### config.mk
export PLATFORM = sky130hd
export DESIGN_NAME = afz_zone_ctrl
export DESIGN_NICKNAME = d
export VERILOG_FILES = /design/src/common/afz_pkg.sv /design/src/logic/afz_smoother.sv /design/src/logic/afz_zone_ctrl.sv
export VERILOG_INCLUDE_DIRS = /design/src /design/src/common
export SDC_FILE = /design/constraint.sdc
export NUM_CORES = 2
export LEC_CHECK = 0
export BUFFER_PORTS_ARGS = -buffer_cell sky130_fd_sc_hd__buf_2
export CAP_MARGIN = 10
export CORE_ASPECT_RATIO = 1.4
export CORE_MARGIN = 5
export CORE_UTILIZATION = 35
export CTS_CLUSTER_SIZE = 14
export DETAILED_ROUTE_END_ITERATION = 10
export HOLD_SLACK_MARGIN = 0.02
export PLACE_DENSITY = 0.51
export SETUP_SLACK_MARGIN = 0.3
export SLEW_MARGIN = 20
export SYNTH_ARGS = -nofsm -noshare
export SYNTH_HDL_FRONTEND = slang
export SYNTH_SLANG_ARGS = --single-unit
### constraint.sdc
create_clock -name clk -period 44.3 [get_ports clk]
set_input_delay 6.645 -clock clk [delete_from_list [all_inputs] [get_ports clk]]
set_output_delay 6.645 -clock clk [all_outputs]
set_load 0.005 [all_outputs]
### src/common/afz_params.svh
// afz_params.svh: offsets, field positions, reset values and timing counts
// of the auto fan zone control block.
// assumes a 125 MHz core clock and an 8-bit register address space.
`ifndef AFZ_PARAMS_SVH
`define AFZ_PARAMS_SVH

// ****************************************
// register offsets
// ****************************************
`define AFZ_ADDR_RANGE1 8'h5F
`define AFZ_ADDR_RANGE2 8'h60
`define AFZ_ADDR_RANGE3 8'h61
`define AFZ_ADDR_BLS_Z1 8'h62
`define AFZ_ADDR_Z2_Z3 8'h63
`define AFZ_ADDR_MIN1 8'h64
`define AFZ_ADDR_MIN2 8'h65
`define AFZ_ADDR_MIN3 8'h66
`define AFZ_ADDR_LIM1 8'h67
`define AFZ_ADDR_LIM2 8'h68
`define AFZ_ADDR_LIM3 8'h69

// ****************************************
// reset values and writable-bit masks
// ****************************************
`define AFZ_RST_RANGE 8'hC4
`define AFZ_RST_BLS_Z1 8'h00
`define AFZ_RST_Z2_Z3 8'h00
`define AFZ_RST_MIN 8'h80
`define AFZ_RST_LIM 8'h5A
`define AFZ_MASK_RANGE 8'hF7
`define AFZ_MASK_BLS_Z1 8'hEF

// ****************************************
// field positions
// ****************************************
`define AFZ_RANGE_MSB 7
`define AFZ_RANGE_LSB 4
`define AFZ_BLS_FAN1_BIT 5
`define AFZ_Z1_EN_BIT 3
`define AFZ_Z2_EN_BIT 7
`define AFZ_Z3_EN_BIT 3
`define AFZ_Z1_TIME_LSB 0
`define AFZ_Z2_TIME_LSB 4
`define AFZ_Z3_TIME_LSB 0

// ****************************************
// range spans in sixths of a degree, codes 0 to 15
// ****************************************
`define AFZ_SPAN6_TABLE {9'h1E0, 9'h140, 9'h0F0, 9'h0C0, 9'h0A0, 9'h078, 9'h060, 9'h050, \
                         9'h03C, 9'h030, 9'h028, 9'h01E, 9'h018, 9'h014, 9'h00F, 9'h00C}
`define AFZ_SPAN_SCALE 11'h006
`define AFZ_DUTY_FULL 8'hFF

// ****************************************
// smoothing timing
// ****************************************
`define AFZ_CLK_KHZ 125000
`define AFZ_SMOOTH_SHIFT 8
// windows in tenths of a second for codes 0 to 7
`define AFZ_WIN0_DS 350
`define AFZ_WIN1_DS 176
`define AFZ_WIN2_DS 118
`define AFZ_WIN3_DS 70
`define AFZ_WIN4_DS 44
`define AFZ_WIN5_DS 30
`define AFZ_WIN6_DS 16
`define AFZ_WIN7_DS 8
// cycles between filter steps: window spread over 2**shift steps, rounded down
`define AFZ_STEP_CYC(ds) (32'(64'(ds) * 64'(`AFZ_CLK_KHZ) * 64'd100 / (64'd1 << `AFZ_SMOOTH_SHIFT)))

`endif

### src/common/afz_pkg.sv
// afz_pkg: types of the auto fan zone control block.
// assumes afz_params.svh supplies the numbers.
package afz_pkg;

   // effective per-zone settings, one per zone/fan pair
   typedef struct packed {
      logic [3:0] range_sel;
      logic smooth_en;
      logic [2:0] smooth_time;
      logic [7:0] limit;
      logic below_sel;
      logic [7:0] min_duty;
   } afz_zone_cfg_t;

   typedef logic [8:0] afz_span_t;

   typedef enum logic [0:0] {
      AFZ_SM_TRACK = 1'b0,
      AFZ_SM_RUN = 1'b1
   } afz_sm_state_t;

endpackage : afz_pkg

### src/logic/afz_smoother.sv
// afz_smoother: low-pass average of one zone's control temperature.
// assumes temp_in is a signed whole-degree sample on the same clock.
`timescale 1ns/1ps
`include "afz_params.svh"

module afz_smoother #(
   parameter logic [7:0][31:0] STEP_CYC = '0
) (
   input wire logic clk,
   input wire logic rst_b,
   input wire logic enable,
   input wire logic [2:0] time_sel,
   input wire logic [7:0] temp_in,
   output logic [7:0] temp_out
);

   afz_pkg::afz_sm_state_t state_q;
   afz_pkg::afz_sm_state_t state_d;
   logic [31:0] cnt_q;
   logic [23:0] acc_q;
   logic [23:0] acc_d;
   logic [24:0] diff;
   logic [24:0] diff_shr;
   wire logic [31:0] step_lim = STEP_CYC[time_sel];
   wire logic tick = (cnt_q >= step_lim);
   wire logic [23:0] sample = {temp_in, 16'h0000};
   // rounded, not cut: an average rising toward a steady reading stalls just below it
   wire logic [7:0] avg_round = acc_q[23:16] + {7'h00, acc_q[15]};

   // one filter step moves the average 1/256 of the way to the sample
   assign diff = {sample[23], sample} - {acc_q[23], acc_q};
   assign diff_shr = $signed(diff) >>> `AFZ_SMOOTH_SHIFT;
   assign state_d = enable ? afz_pkg::AFZ_SM_RUN : afz_pkg::AFZ_SM_TRACK;

   // ****************************************
   // filter state
   // ****************************************
   always_comb
   begin
      acc_d = acc_q;
      case (state_q)
         afz_pkg::AFZ_SM_TRACK: acc_d = sample;
         afz_pkg::AFZ_SM_RUN: if (tick) acc_d = acc_q + diff_shr[23:0];
         default: acc_d = sample;
      endcase
   end

   always_ff @(posedge clk or negedge rst_b)
   begin
      if (!rst_b)
      begin
         state_q <= afz_pkg::AFZ_SM_TRACK;
         cnt_q <= 32'h00000000;
         acc_q <= 24'h000000;
      end
      else
      begin
         state_q <= state_d;
         cnt_q <= (tick || !enable) ? 32'h00000000 : cnt_q + 32'h00000001;
         acc_q <= acc_d;
      end
   end

   // disabled: the averaging path is bypassed entirely
   always_ff @(posedge clk or negedge rst_b)
   begin
      if (!rst_b)
         temp_out <= 8'h00;
      else
         temp_out <= enable ? avg_round : temp_in;
   end

endmodule : afz_smoother

### src/logic/afz_zone_ctrl.sv
// afz_zone_ctrl: per-zone fan settings and autonomous duty computation.
// assumes the serial register engine, lock/start bits and zone temperatures
// all arrive on clk; fan n is driven from zone n.
`timescale 1ns/1ps
`include "afz_params.svh"

module afz_zone_ctrl #(
   parameter logic [7:0][31:0] SMOOTH_STEP_CYC = {
      `AFZ_STEP_CYC(`AFZ_WIN7_DS),
      `AFZ_STEP_CYC(`AFZ_WIN6_DS),
      `AFZ_STEP_CYC(`AFZ_WIN5_DS),
      `AFZ_STEP_CYC(`AFZ_WIN4_DS),
      `AFZ_STEP_CYC(`AFZ_WIN3_DS),
      `AFZ_STEP_CYC(`AFZ_WIN2_DS),
      `AFZ_STEP_CYC(`AFZ_WIN1_DS),
      `AFZ_STEP_CYC(`AFZ_WIN0_DS)
   }
) (
   input wire logic clk,
   input wire logic rst_b,
   input wire logic [7:0] reg_addr,
   input wire logic reg_wr_en,
   input wire logic [7:0] reg_wr_data,
   output logic [7:0] reg_rd_data,
   input wire logic cfg_lock,
   input wire logic cfg_start,
   input wire logic [2:0][7:0] zone_temp,
   output logic [2:0][7:0] fan_duty,
   output logic [2:0] fan_pwm
);

   // ****************************************
   // register decode
   // ****************************************
   // while cfg_lock is high no register in this block can be written; writes resume once it falls
   wire logic wr_ok = reg_wr_en && !cfg_lock;

   wire logic [7:0] addr_range [3] = '{`AFZ_ADDR_RANGE1, `AFZ_ADDR_RANGE2, `AFZ_ADDR_RANGE3};
   wire logic [7:0] addr_min [3] = '{`AFZ_ADDR_MIN1, `AFZ_ADDR_MIN2, `AFZ_ADDR_MIN3};
   wire logic [7:0] addr_lim [3] = '{`AFZ_ADDR_LIM1, `AFZ_ADDR_LIM2, `AFZ_ADDR_LIM3};

   wire logic hit_bls_z1 = (reg_addr == `AFZ_ADDR_BLS_Z1);
   wire logic hit_z2_z3 = (reg_addr == `AFZ_ADDR_Z2_Z3);
   logic [2:0] hit_range;
   logic [2:0] hit_min;
   logic [2:0] hit_lim;

   // ****************************************
   // stored registers
   // ****************************************
   logic [2:0][7:0] range_q;
   logic [2:0][7:0] min_q;
   logic [2:0][7:0] lim_q;
   logic [7:0] bls_z1_q;
   logic [7:0] z2_z3_q;

   always_ff @(posedge clk or negedge rst_b)
   begin
      if (!rst_b)
      begin
         bls_z1_q <= `AFZ_RST_BLS_Z1;
         z2_z3_q <= `AFZ_RST_Z2_Z3;
      end
      else
      begin
         // bit 4 is reserved: never stored, reads as zero
         if (wr_ok && hit_bls_z1)
            bls_z1_q <= reg_wr_data & `AFZ_MASK_BLS_Z1;
         if (wr_ok && hit_z2_z3)
            z2_z3_q <= reg_wr_data;
      end
   end

   genvar gi;
   generate
      for (gi = 0; gi < 3; gi++)
      begin : g_regs
         assign hit_range[gi] = (reg_addr == addr_range[gi]);
         assign hit_min[gi] = (reg_addr == addr_min[gi]);
         assign hit_lim[gi] = (reg_addr == addr_lim[gi]);

         always_ff @(posedge clk or negedge rst_b)
         begin
            if (!rst_b)
            begin
               range_q[gi] <= `AFZ_RST_RANGE;
               min_q[gi] <= `AFZ_RST_MIN;
               lim_q[gi] <= `AFZ_RST_LIM;
            end
            else
            begin
               if (wr_ok && hit_range[gi])
                  range_q[gi] <= reg_wr_data & `AFZ_MASK_RANGE;
               if (wr_ok && hit_min[gi])
                  min_q[gi] <= reg_wr_data;
               if (wr_ok && hit_lim[gi])
                  lim_q[gi] <= reg_wr_data;
            end
         end
      end
   endgenerate

   // ****************************************
   // read path
   // ****************************************
   // reads always show the stored bytes, even while defaults are in force
   wire logic [7:0] rd_mux =
      hit_range[0] ? range_q[0] :
      hit_range[1] ? range_q[1] :
      hit_range[2] ? range_q[2] :
      hit_bls_z1 ? bls_z1_q :
      hit_z2_z3 ? z2_z3_q :
      hit_min[0] ? min_q[0] :
      hit_min[1] ? min_q[1] :
      hit_min[2] ? min_q[2] :
      hit_lim[0] ? lim_q[0] :
      hit_lim[1] ? lim_q[1] :
      hit_lim[2] ? lim_q[2] :
      8'h00;

   always_ff @(posedge clk or negedge rst_b)
   begin
      if (!rst_b)
         reg_rd_data <= 8'h00;
      else
         reg_rd_data <= rd_mux;
   end

   // ****************************************
   // effective settings
   // ****************************************
   // start clear: control uses the reset defaults, not the stored bytes
   wire logic [7:0] eff_bls_z1 = cfg_start ? bls_z1_q : `AFZ_RST_BLS_Z1;
   wire logic [7:0] eff_z2_z3 = cfg_start ? z2_z3_q : `AFZ_RST_Z2_Z3;
   wire logic [7:0] eff_range [3];
   wire logic [7:0] eff_min [3];
   wire logic [7:0] eff_lim [3];

   wire logic [2:0] eff_sm_en = {
      eff_z2_z3[`AFZ_Z3_EN_BIT],
      eff_z2_z3[`AFZ_Z2_EN_BIT],
      eff_bls_z1[`AFZ_Z1_EN_BIT]
   };
   wire logic [2:0][2:0] eff_sm_time = {
      eff_z2_z3[`AFZ_Z3_TIME_LSB +: 3],
      eff_z2_z3[`AFZ_Z2_TIME_LSB +: 3],
      eff_bls_z1[`AFZ_Z1_TIME_LSB +: 3]
   };

   afz_pkg::afz_zone_cfg_t zcfg [3];

   // packed so the table macro reads code 15 down to code 0, left to right
   wire afz_pkg::afz_span_t [15:0] span6_tab = `AFZ_SPAN6_TABLE;

   // ****************************************
   // per-zone smoothing and duty
   // ****************************************
   logic [2:0][7:0] ctl_temp;
   logic [7:0] pwm_cnt_q;

   generate
      for (gi = 0; gi < 3; gi++)
      begin : g_zone
         logic signed [8:0] delta;
         logic [10:0] scaled;
         logic [7:0] headroom;
         logic [18:0] ramp_num;
         logic [18:0] ramp_q;
         logic [8:0] ramp_sum;
         logic below;
         logic full;
         logic [7:0] duty_d;
         afz_pkg::afz_span_t span6;

         assign eff_range[gi] = cfg_start ? range_q[gi] : `AFZ_RST_RANGE;
         assign eff_min[gi] = cfg_start ? min_q[gi] : `AFZ_RST_MIN;
         assign eff_lim[gi] = cfg_start ? lim_q[gi] : `AFZ_RST_LIM;

         assign zcfg[gi].range_sel = eff_range[gi][`AFZ_RANGE_MSB:`AFZ_RANGE_LSB];
         assign zcfg[gi].smooth_en = eff_sm_en[gi];
         assign zcfg[gi].smooth_time = eff_sm_time[gi];
         assign zcfg[gi].limit = eff_lim[gi];
         assign zcfg[gi].below_sel = eff_bls_z1[`AFZ_BLS_FAN1_BIT + gi];
         assign zcfg[gi].min_duty = eff_min[gi];

         // smoothed copy stays local: temperature readings elsewhere stay raw
         afz_smoother #(
            .STEP_CYC(SMOOTH_STEP_CYC)
         ) u_smooth (
            .clk(clk),
            .rst_b(rst_b),
            .enable(zcfg[gi].smooth_en),
            .time_sel(zcfg[gi].smooth_time),
            .temp_in(zone_temp[gi]),
            .temp_out(ctl_temp[gi])
         );

         // signed compare of control temperature against the limit
         assign delta = $signed({ctl_temp[gi][7], ctl_temp[gi]})
                      - $signed({zcfg[gi].limit[7], zcfg[gi].limit});
         assign below = delta[8];

         // work in sixths of a degree so every span is a whole number
         assign span6 = span6_tab[zcfg[gi].range_sel];
         assign scaled = 11'(delta[7:0]) * `AFZ_SPAN_SCALE;
         assign full = (scaled >= 11'(span6));

         assign headroom = `AFZ_DUTY_FULL - zcfg[gi].min_duty;
         assign ramp_num = 19'(headroom) * 19'(scaled);
         // one divider per fan; spans are short so it settles in a cycle
         assign ramp_q = ramp_num / 19'(span6);
         assign ramp_sum = 9'(zcfg[gi].min_duty) + ramp_q[8:0];

         assign duty_d = below ? (zcfg[gi].below_sel ? zcfg[gi].min_duty : 8'h00) :
                         full ? `AFZ_DUTY_FULL :
                         ramp_sum[7:0];

         always_ff @(posedge clk or negedge rst_b)
         begin
            if (!rst_b)
            begin
               fan_duty[gi] <= 8'h00;
               fan_pwm[gi] <= 1'b0;
            end
            else
            begin
               fan_duty[gi] <= duty_d;
               // high for duty of every 255 counts: FFh is steadily on
               fan_pwm[gi] <= (pwm_cnt_q < fan_duty[gi]);
            end
         end
      end
   endgenerate

   // ****************************************
   // pwm period counter
   // ****************************************
   // 255 steps per period so that value/255 is the exact on-fraction
   always_ff @(posedge clk or negedge rst_b)
   begin
      if (!rst_b)
         pwm_cnt_q <= 8'h00;
      else if (pwm_cnt_q == (`AFZ_DUTY_FULL - 8'h01))
         pwm_cnt_q <= 8'h00;
      else
         pwm_cnt_q <= pwm_cnt_q + 8'h01;
   end

endmodule : afz_zone_ctrl

-- Word-level counts from Yosys, hierarchy flattened
Memories as Yosys holds them, arrays and structs flattened.
Index checks and enable logic that the tools add are counted.
W data, S select, Z words.
- register bits after elaboration: 322
- memory bits (read-only): 1200
- input port bits: 45
- output and inout bits: 35
- logic and storage cells: 173
- memories kept: 6
- add/sub/neg operators: 22
- multipliers: 6
- divide/modulo/power cells: 3
- magnitude comparators: 15
- eq/ne operators: 15
- muxes and demuxes: 53
- bitwise gates (word level): 3
- reductions and logical operators: 19
- memory list (memory ; depth ; bits a word ; rd ports ; clocked after memory_dff ; write ports ; line ; text):
    (no name shown) ; 8 ; 32 ; 1 ; 0 ; 0 ; afz_smoother.sv:24 ; wire logic [31:0] step_lim = STEP_CYC[time_sel];
    (no name shown) ; 8 ; 32 ; 1 ; 0 ; 0 ; afz_smoother.sv:24 ;
    (no name shown) ; 8 ; 32 ; 1 ; 0 ; 0 ; afz_smoother.sv:24 ;
    (no name shown) ; 16 ; 9 ; 1 ; 0 ; 0 ; afz_zone_ctrl.sv:204 ; assign span6 = span6_tab[zcfg[gi].range_sel];
    (no name shown) ; 16 ; 9 ; 1 ; 0 ; 0 ; afz_zone_ctrl.sv:204 ;
    (no name shown) ; 16 ; 9 ; 1 ; 0 ; 0 ; afz_zone_ctrl.sv:204 ;
- operators by type and width (operator ; count):
    $mux W8 ; 35
    $mux W32 ; 6
    $pmux W24 S2 ; 3
    $add A32 B1 Y32 const B ; 3
    $ge A32 B32 Y1 ; 3
    $eq A8 B7 Y1 const B ; 11
    $sub A24 B24 Y25 ; 3
    $add A24 B24 Y24 ; 3
    $mux W24 ; 3
    $div A19 B9 Y19 ; 3
    $mul A8 B10 Y18 ; 3
    $ge A11 B9 Y1 ; 3
    $mul A8 B2 Y10 const B ; 3
    $mux W9 ; 3
    $sub A8 B8 Y9 ; 3
    $add A8 B1 Y8 ; 3
    $add A8 B8 Y8 ; 3
    $lt A8 B8 Y1 ; 3
    $sub A8 B8 Y8 const A ; 3
    $lt A4 B5 Y1 const B ; 3
    $logic_and A1 B1 Y1 ; 12
    $lt A3 B4 Y1 const B ; 3
    $add A8 B1 Y8 const B ; 1
    $eq A8 B8 Y1 const B ; 1
    other kinds (5) ; 16

-- Depth between registers and ports, before layout
- word-level depth: 12
- mapped depth: 271
- mapped depth without buffers: 254

-- Hierarchy
From an unflattened synthesis, not the netlist that was laid out.
- cells, all modules: 7030
- area, all modules: 56125.1 um^2
- by module, submodules not included (module ; times used ; cells an instance ; area an instance (um^2) ; sequential area each (um^2)):
    afz_zone_ctrl ; 1 ; 5231 ; 40421.3 ; 3208.1
    afz_smoother at g_zone[1].u_smooth ... ; 2 ; 594 ; 5175.0 ; 1626.6
    afz_smoother at g_zone[0].u_smooth ; 1 ; 611 ; 5353.9 ; 1626.6

-- Least setup slack after synthesis
No wires, ideal clock.
- kind: input -> register
- start point: input cfg_start
- end point: register fan_duty[23] in the netlist's numbering
- setup time: 77 ps
- arrival: 55509 ps
- required time: 44223 ps
- setup slack: -11287 ps
- stages: 260
- buffers on the path: 21
- cell sequence: buf_6 -> buf_8 -> buf_6 -> buf_2 -> clkbuf_1 -> clkbuf_1 -> clkbuf_1 -> nand2_1 -> ha_1 -> inv_1 -> o21ai_0 -> a21oi_1 -> nor2_1 -> nor2_1 -> xnor2_1 -> ha_1 -> a21oi_1 -> nand2_1 -> [... 224 more ...] -> nand2b_1 -> a21oi_1 -> nor2b_1 -> o21ai_0 -> nor4bb_1 -> and4_1 -> o211ai_1 -> ha_1 -> a21o_1 -> a21oi_1 -> o21bai_1 -> a21oi_1 -> o21bai_1 -> a21oi_1 -> xnor2_1 -> xnor2_1 -> nor2_1 -> a21oi_1
- word-level cells in the longest chain between the ends: 8
- elaborated cells between the ends (all ways): 16
- classes of those cells: 3 x add/sub; 2 x mul; 1 x div; 1 x order compare; 8 x mux; 1 x memory
- ends and longest elaborated chain (element ; line ; text):
    start, declared ; afz_zone_ctrl.sv:26 ; input wire logic cfg_start,
    $mux W8 (no line) ; - ;
    $sub A8 B8 Y9 ; afz_zone_ctrl.sv:200 ; - $signed({zcfg[gi].limit[7], zcfg[gi].limit});
    $mul A8 B2 Y10 (no line) ; - ;
    $mul A8 B10 Y18 ; afz_zone_ctrl.sv:209 ; assign ramp_num = 19'(headroom) * 19'(scaled);
    $div A19 B9 Y19 ; afz_zone_ctrl.sv:211 ; assign ramp_q = ramp_num / 19'(span6);
    $add A8 B8 Y8 ; afz_zone_ctrl.sv:212 ; assign ramp_sum = 9'(zcfg[gi].min_duty) + ramp_q[8:0];
    $mux W8 ; afz_zone_ctrl.sv:215 ; full ? `AFZ_DUTY_FULL :
    $mux W8 (*) ; afz_zone_ctrl.sv:214 ; assign duty_d = below ? (zcfg[gi].below_sel ? zcfg[gi].min_duty : 8'h00) :
    net g_zone[2].duty_d[7] ; afz_zone_ctrl.sv:172 ; logic [7:0] duty_d;
    end signal, assigned by index ; afz_zone_ctrl.sv:227 ; fan_duty[gi] <= duty_d;
    end, declared ; afz_zone_ctrl.sv:28 ; output logic [2:0][7:0] fan_duty,
The timed path passes the listed nets; every way through them passes the cells marked *. The select of a mux whose other input is x is not followed.
A chain may end at the register's enable or synchronous reset.

-- Worst setup path after layout
- start point: input cfg_start
- end point: register fan_duty[22] in the netlist's numbering
Same word-level chain as after synthesis.

==> results.yml <==
logic_synthesis:
  synthArstFlopShare_pct: 100.0
  syn_area_per_cell_um2: 7.999
  synth.distinct_cells: 142
  ys_ff_latch: 322
  synth_area_leaders: "ha_1 (19%), dfrtp_1 (14%), fa_1 (5.7%), nor2_1 (5.4%), o21a_1 (3.8%)"
  synthesis.area_um2: 54420
  synth_edf_count: 0
  synthCells: 6803
  yosysSeqAreaShare_pct: 14.86
  yosysWarnings: 0
  synth_top_area_share_pct: 19.36
  synth_commonest_cells: "ha_1 (842), nor2_1 (787), nand2_1 (520)"
  ys.flop_type: "dfrtp_1"
  yosysTopAreaCell: "ha_1"
  synthMostInstantiatedCell: "ha_1"
finish:
  drive_gt1_share_pct: 36.81
  fin_nets: 10050
  syn2layout_area_growth_pct: 45.32
  final_cell_area_um2: 79080
  final_cells: 11120
sta:
  hold_violations: 0
  rsz0062_at_grt: "yes"
  max_slew_margin_pct: 32.40
  finalCriticalPeriod_ps: 48790
  fmax_mhz: 20.50
  hold_ws_ps: 484.0
  layout_setup_ws_ps: -4490
  finalSetupViolations: 24
  worst_pin_slew_ps: 985.7
  finalClockSkew_ps: 36.39
  drv_slew: 0
  final.period_utilization_pct: 110.1
routing:
  vias_per_cell: 5.182
  drt_iter0_drc: 2501
  dr.pass1.iters: 8
  wirelength_mm: 184.7
  drc: 0
  vias: 57630
  antenna_left: 0
  wire_per_inst_um: 16.61
worst_setup_path:
  slowest_stage: "fa_1"
  cpMostUsedCell: "o21a_1"
  worstReg2RegEnd: "fan_duty[22]"
  start_kind: "primary input"
  endpoint: "fan_duty[22]"
  worstRegToRegCells: 251
  crit_arrival_ps: 49290
  crit_cells: 255
  critPathKind: "in -> reg"
  cp_max_fo: 16
  reg2reg_slack_ps: 1420
  critPathLaunch: "cfg_start"
  path_delay_family: "compound AO/OA/AOI/OAI gates"
  r2r-start: "lim_q[17]"
  crit_path_max_incr_delay_ps: 540
  cp-end-kind: "register"
  crit_required_ps: 44800
  critPathBufInv: 46
cts:
  htreeDepth: 2
  root_buffer: "clkbuf_16"
  cts_sinks: 322
  cts_tree: "yes"
  cts_buffers: 42
  cts.hold.buffers_added: 0
  clk_pin_slew_ps: 60
  clockBufferDepth: 3
  clock_latency_ps: 570
outcome:
  status: "finished, violations left"
  failed_checks: "setup timing"
global_route:
  grt_pass1_vias: 58960
  grt_first_pass_wirelength_mm: 294.3
  grt_overflow: 0
  antenna_found_initial: 17
  grt_max_degree: 117
  grt_usage_pct: 21.58
floorplan:
  initial_core_util_pct: 35.13
  rows: 171
  io_pins: 80
  die_w_um: 343.3
  coreArea_um2: 154900
  dieArea_um2: 163600
  die_y_um: 476.6
min_path:
  min_from: "pwm_cnt_q[0]"
  hold_class: "reg -> reg"
placement:
  dp.cells: 10490
  pre_cts_ws_ps: -6016
  io_buffer_count: 79
  postPlaceCellArea_um2: 70960
  place_congestion: 0.9102
  dp_hpwl_mm: 144.5
run:
  drv_cap: 0
[cell families after synthesis]
kind of cell / Yosys count / synth area share [%]
AO/OA/AOI/OAI: 1700 / 21.19
buffers and inverters: 678 / 4.879
XOR/XNOR: 371 / 5.971
AND/OR/NAND/NOR: 2405 / 21.45
other: 1 / 0.006891
flip-flops: 322 / 14.86
adder cells (fa/ha/maj): 1003 / 25.19
multiplexers: 323 / 6.447
[what timing repair did]
action | CTS | global route
endpoints found under the setup margin | 24 | 24
pin swaps | 287 | 316
cloned | 2 | 0
buffers inserted | 372 | 176
gates resized for setup | 236 | 245
[sequential cells by signal, summed over array words and instances (netlist names)]
name	cells
g_zone.u_smooth.temp_out	24
g_zone.u_smooth.acc_q	72
z2_z3_q	8
reg_rd_data	8
fan_pwm	3
range_q	21
pwm_cnt_q	8
bls_z1_q	7
min_q	24
g_zone.u_smooth.cnt_q	96
lim_q	24
g_zone.u_smooth.state_q	3
fan_duty	24
[cell type report]
class	instances	area, µm²
fill	14830	75830
multi-input combinational	5820	47650
timing repair buffer	2304	17340
sequential	322	8088
tap	2076	2597
inverter	518	1967
clock buffer	54	1136
clock inverter	21	277.8
antenna	6	15.01
[worst reg2reg max path: cells and delay by family (launching register included)]
kind,cells,cell delay [ps]
compound gates,117,18700
simple gates,57,8690
fa+ha+maj,26,8220
buf+inv,43,4960
mux,4,1180
xor+xnor,4,630
flops,1,580
[metrics by stage]
step                utilization [%]  TNS, ps
CTS                           49.31   -78750
detailed placement            45.81  -124310
floorplan                         -  -126400
finish                        51.05   -86460
global placement              45.81  -110880
global route                  51.04  -138880
[worst min-delay path by stage]
stage,cells after the start,slack [ps],endpoint
CTS,1,490,pwm_cnt_q[0]
global route,1,510,pwm_cnt_q[0]
detailed placement,2,470,reg_rd_data[0]
floorplan,2,440,reg_rd_data[0]
finish,1,480,pwm_cnt_q[0]
global placement,2,470,reg_rd_data[0]
[cells in the final DEF, fill, tap and decap left out, types with 147 or more instances in the layout]
master and instances:
nand2_1 497, a21o_1 147, nor3_1 272, mux2_2 167, fa_1 147, nor2_1 725, o21ai_0 215, ha_1 745
buf_4 2181, xnor2_1 194, dfrtp_1 298, o21a_1 271, inv_1 464, a21oi_1 285
[routing by layer]
| layer | GRT usage (%) | vias to the layer above | share of wire (%) |
|---|---|---|---|
| met5 | 0 | - | 0.050 |
| met4 | 5.974 | 14 | 3.1 |
| met3 | 2.258 | 309 | 3.3 |
| met2 | 40.92 | 889 | 52 |
| met1 | 25.53 | 27640 | 42 |
| li1 | - | 28780 | - |
Power is not shown: default switching activity piles up to over one toggle a cycle in this logic, so the estimate is an artifact.
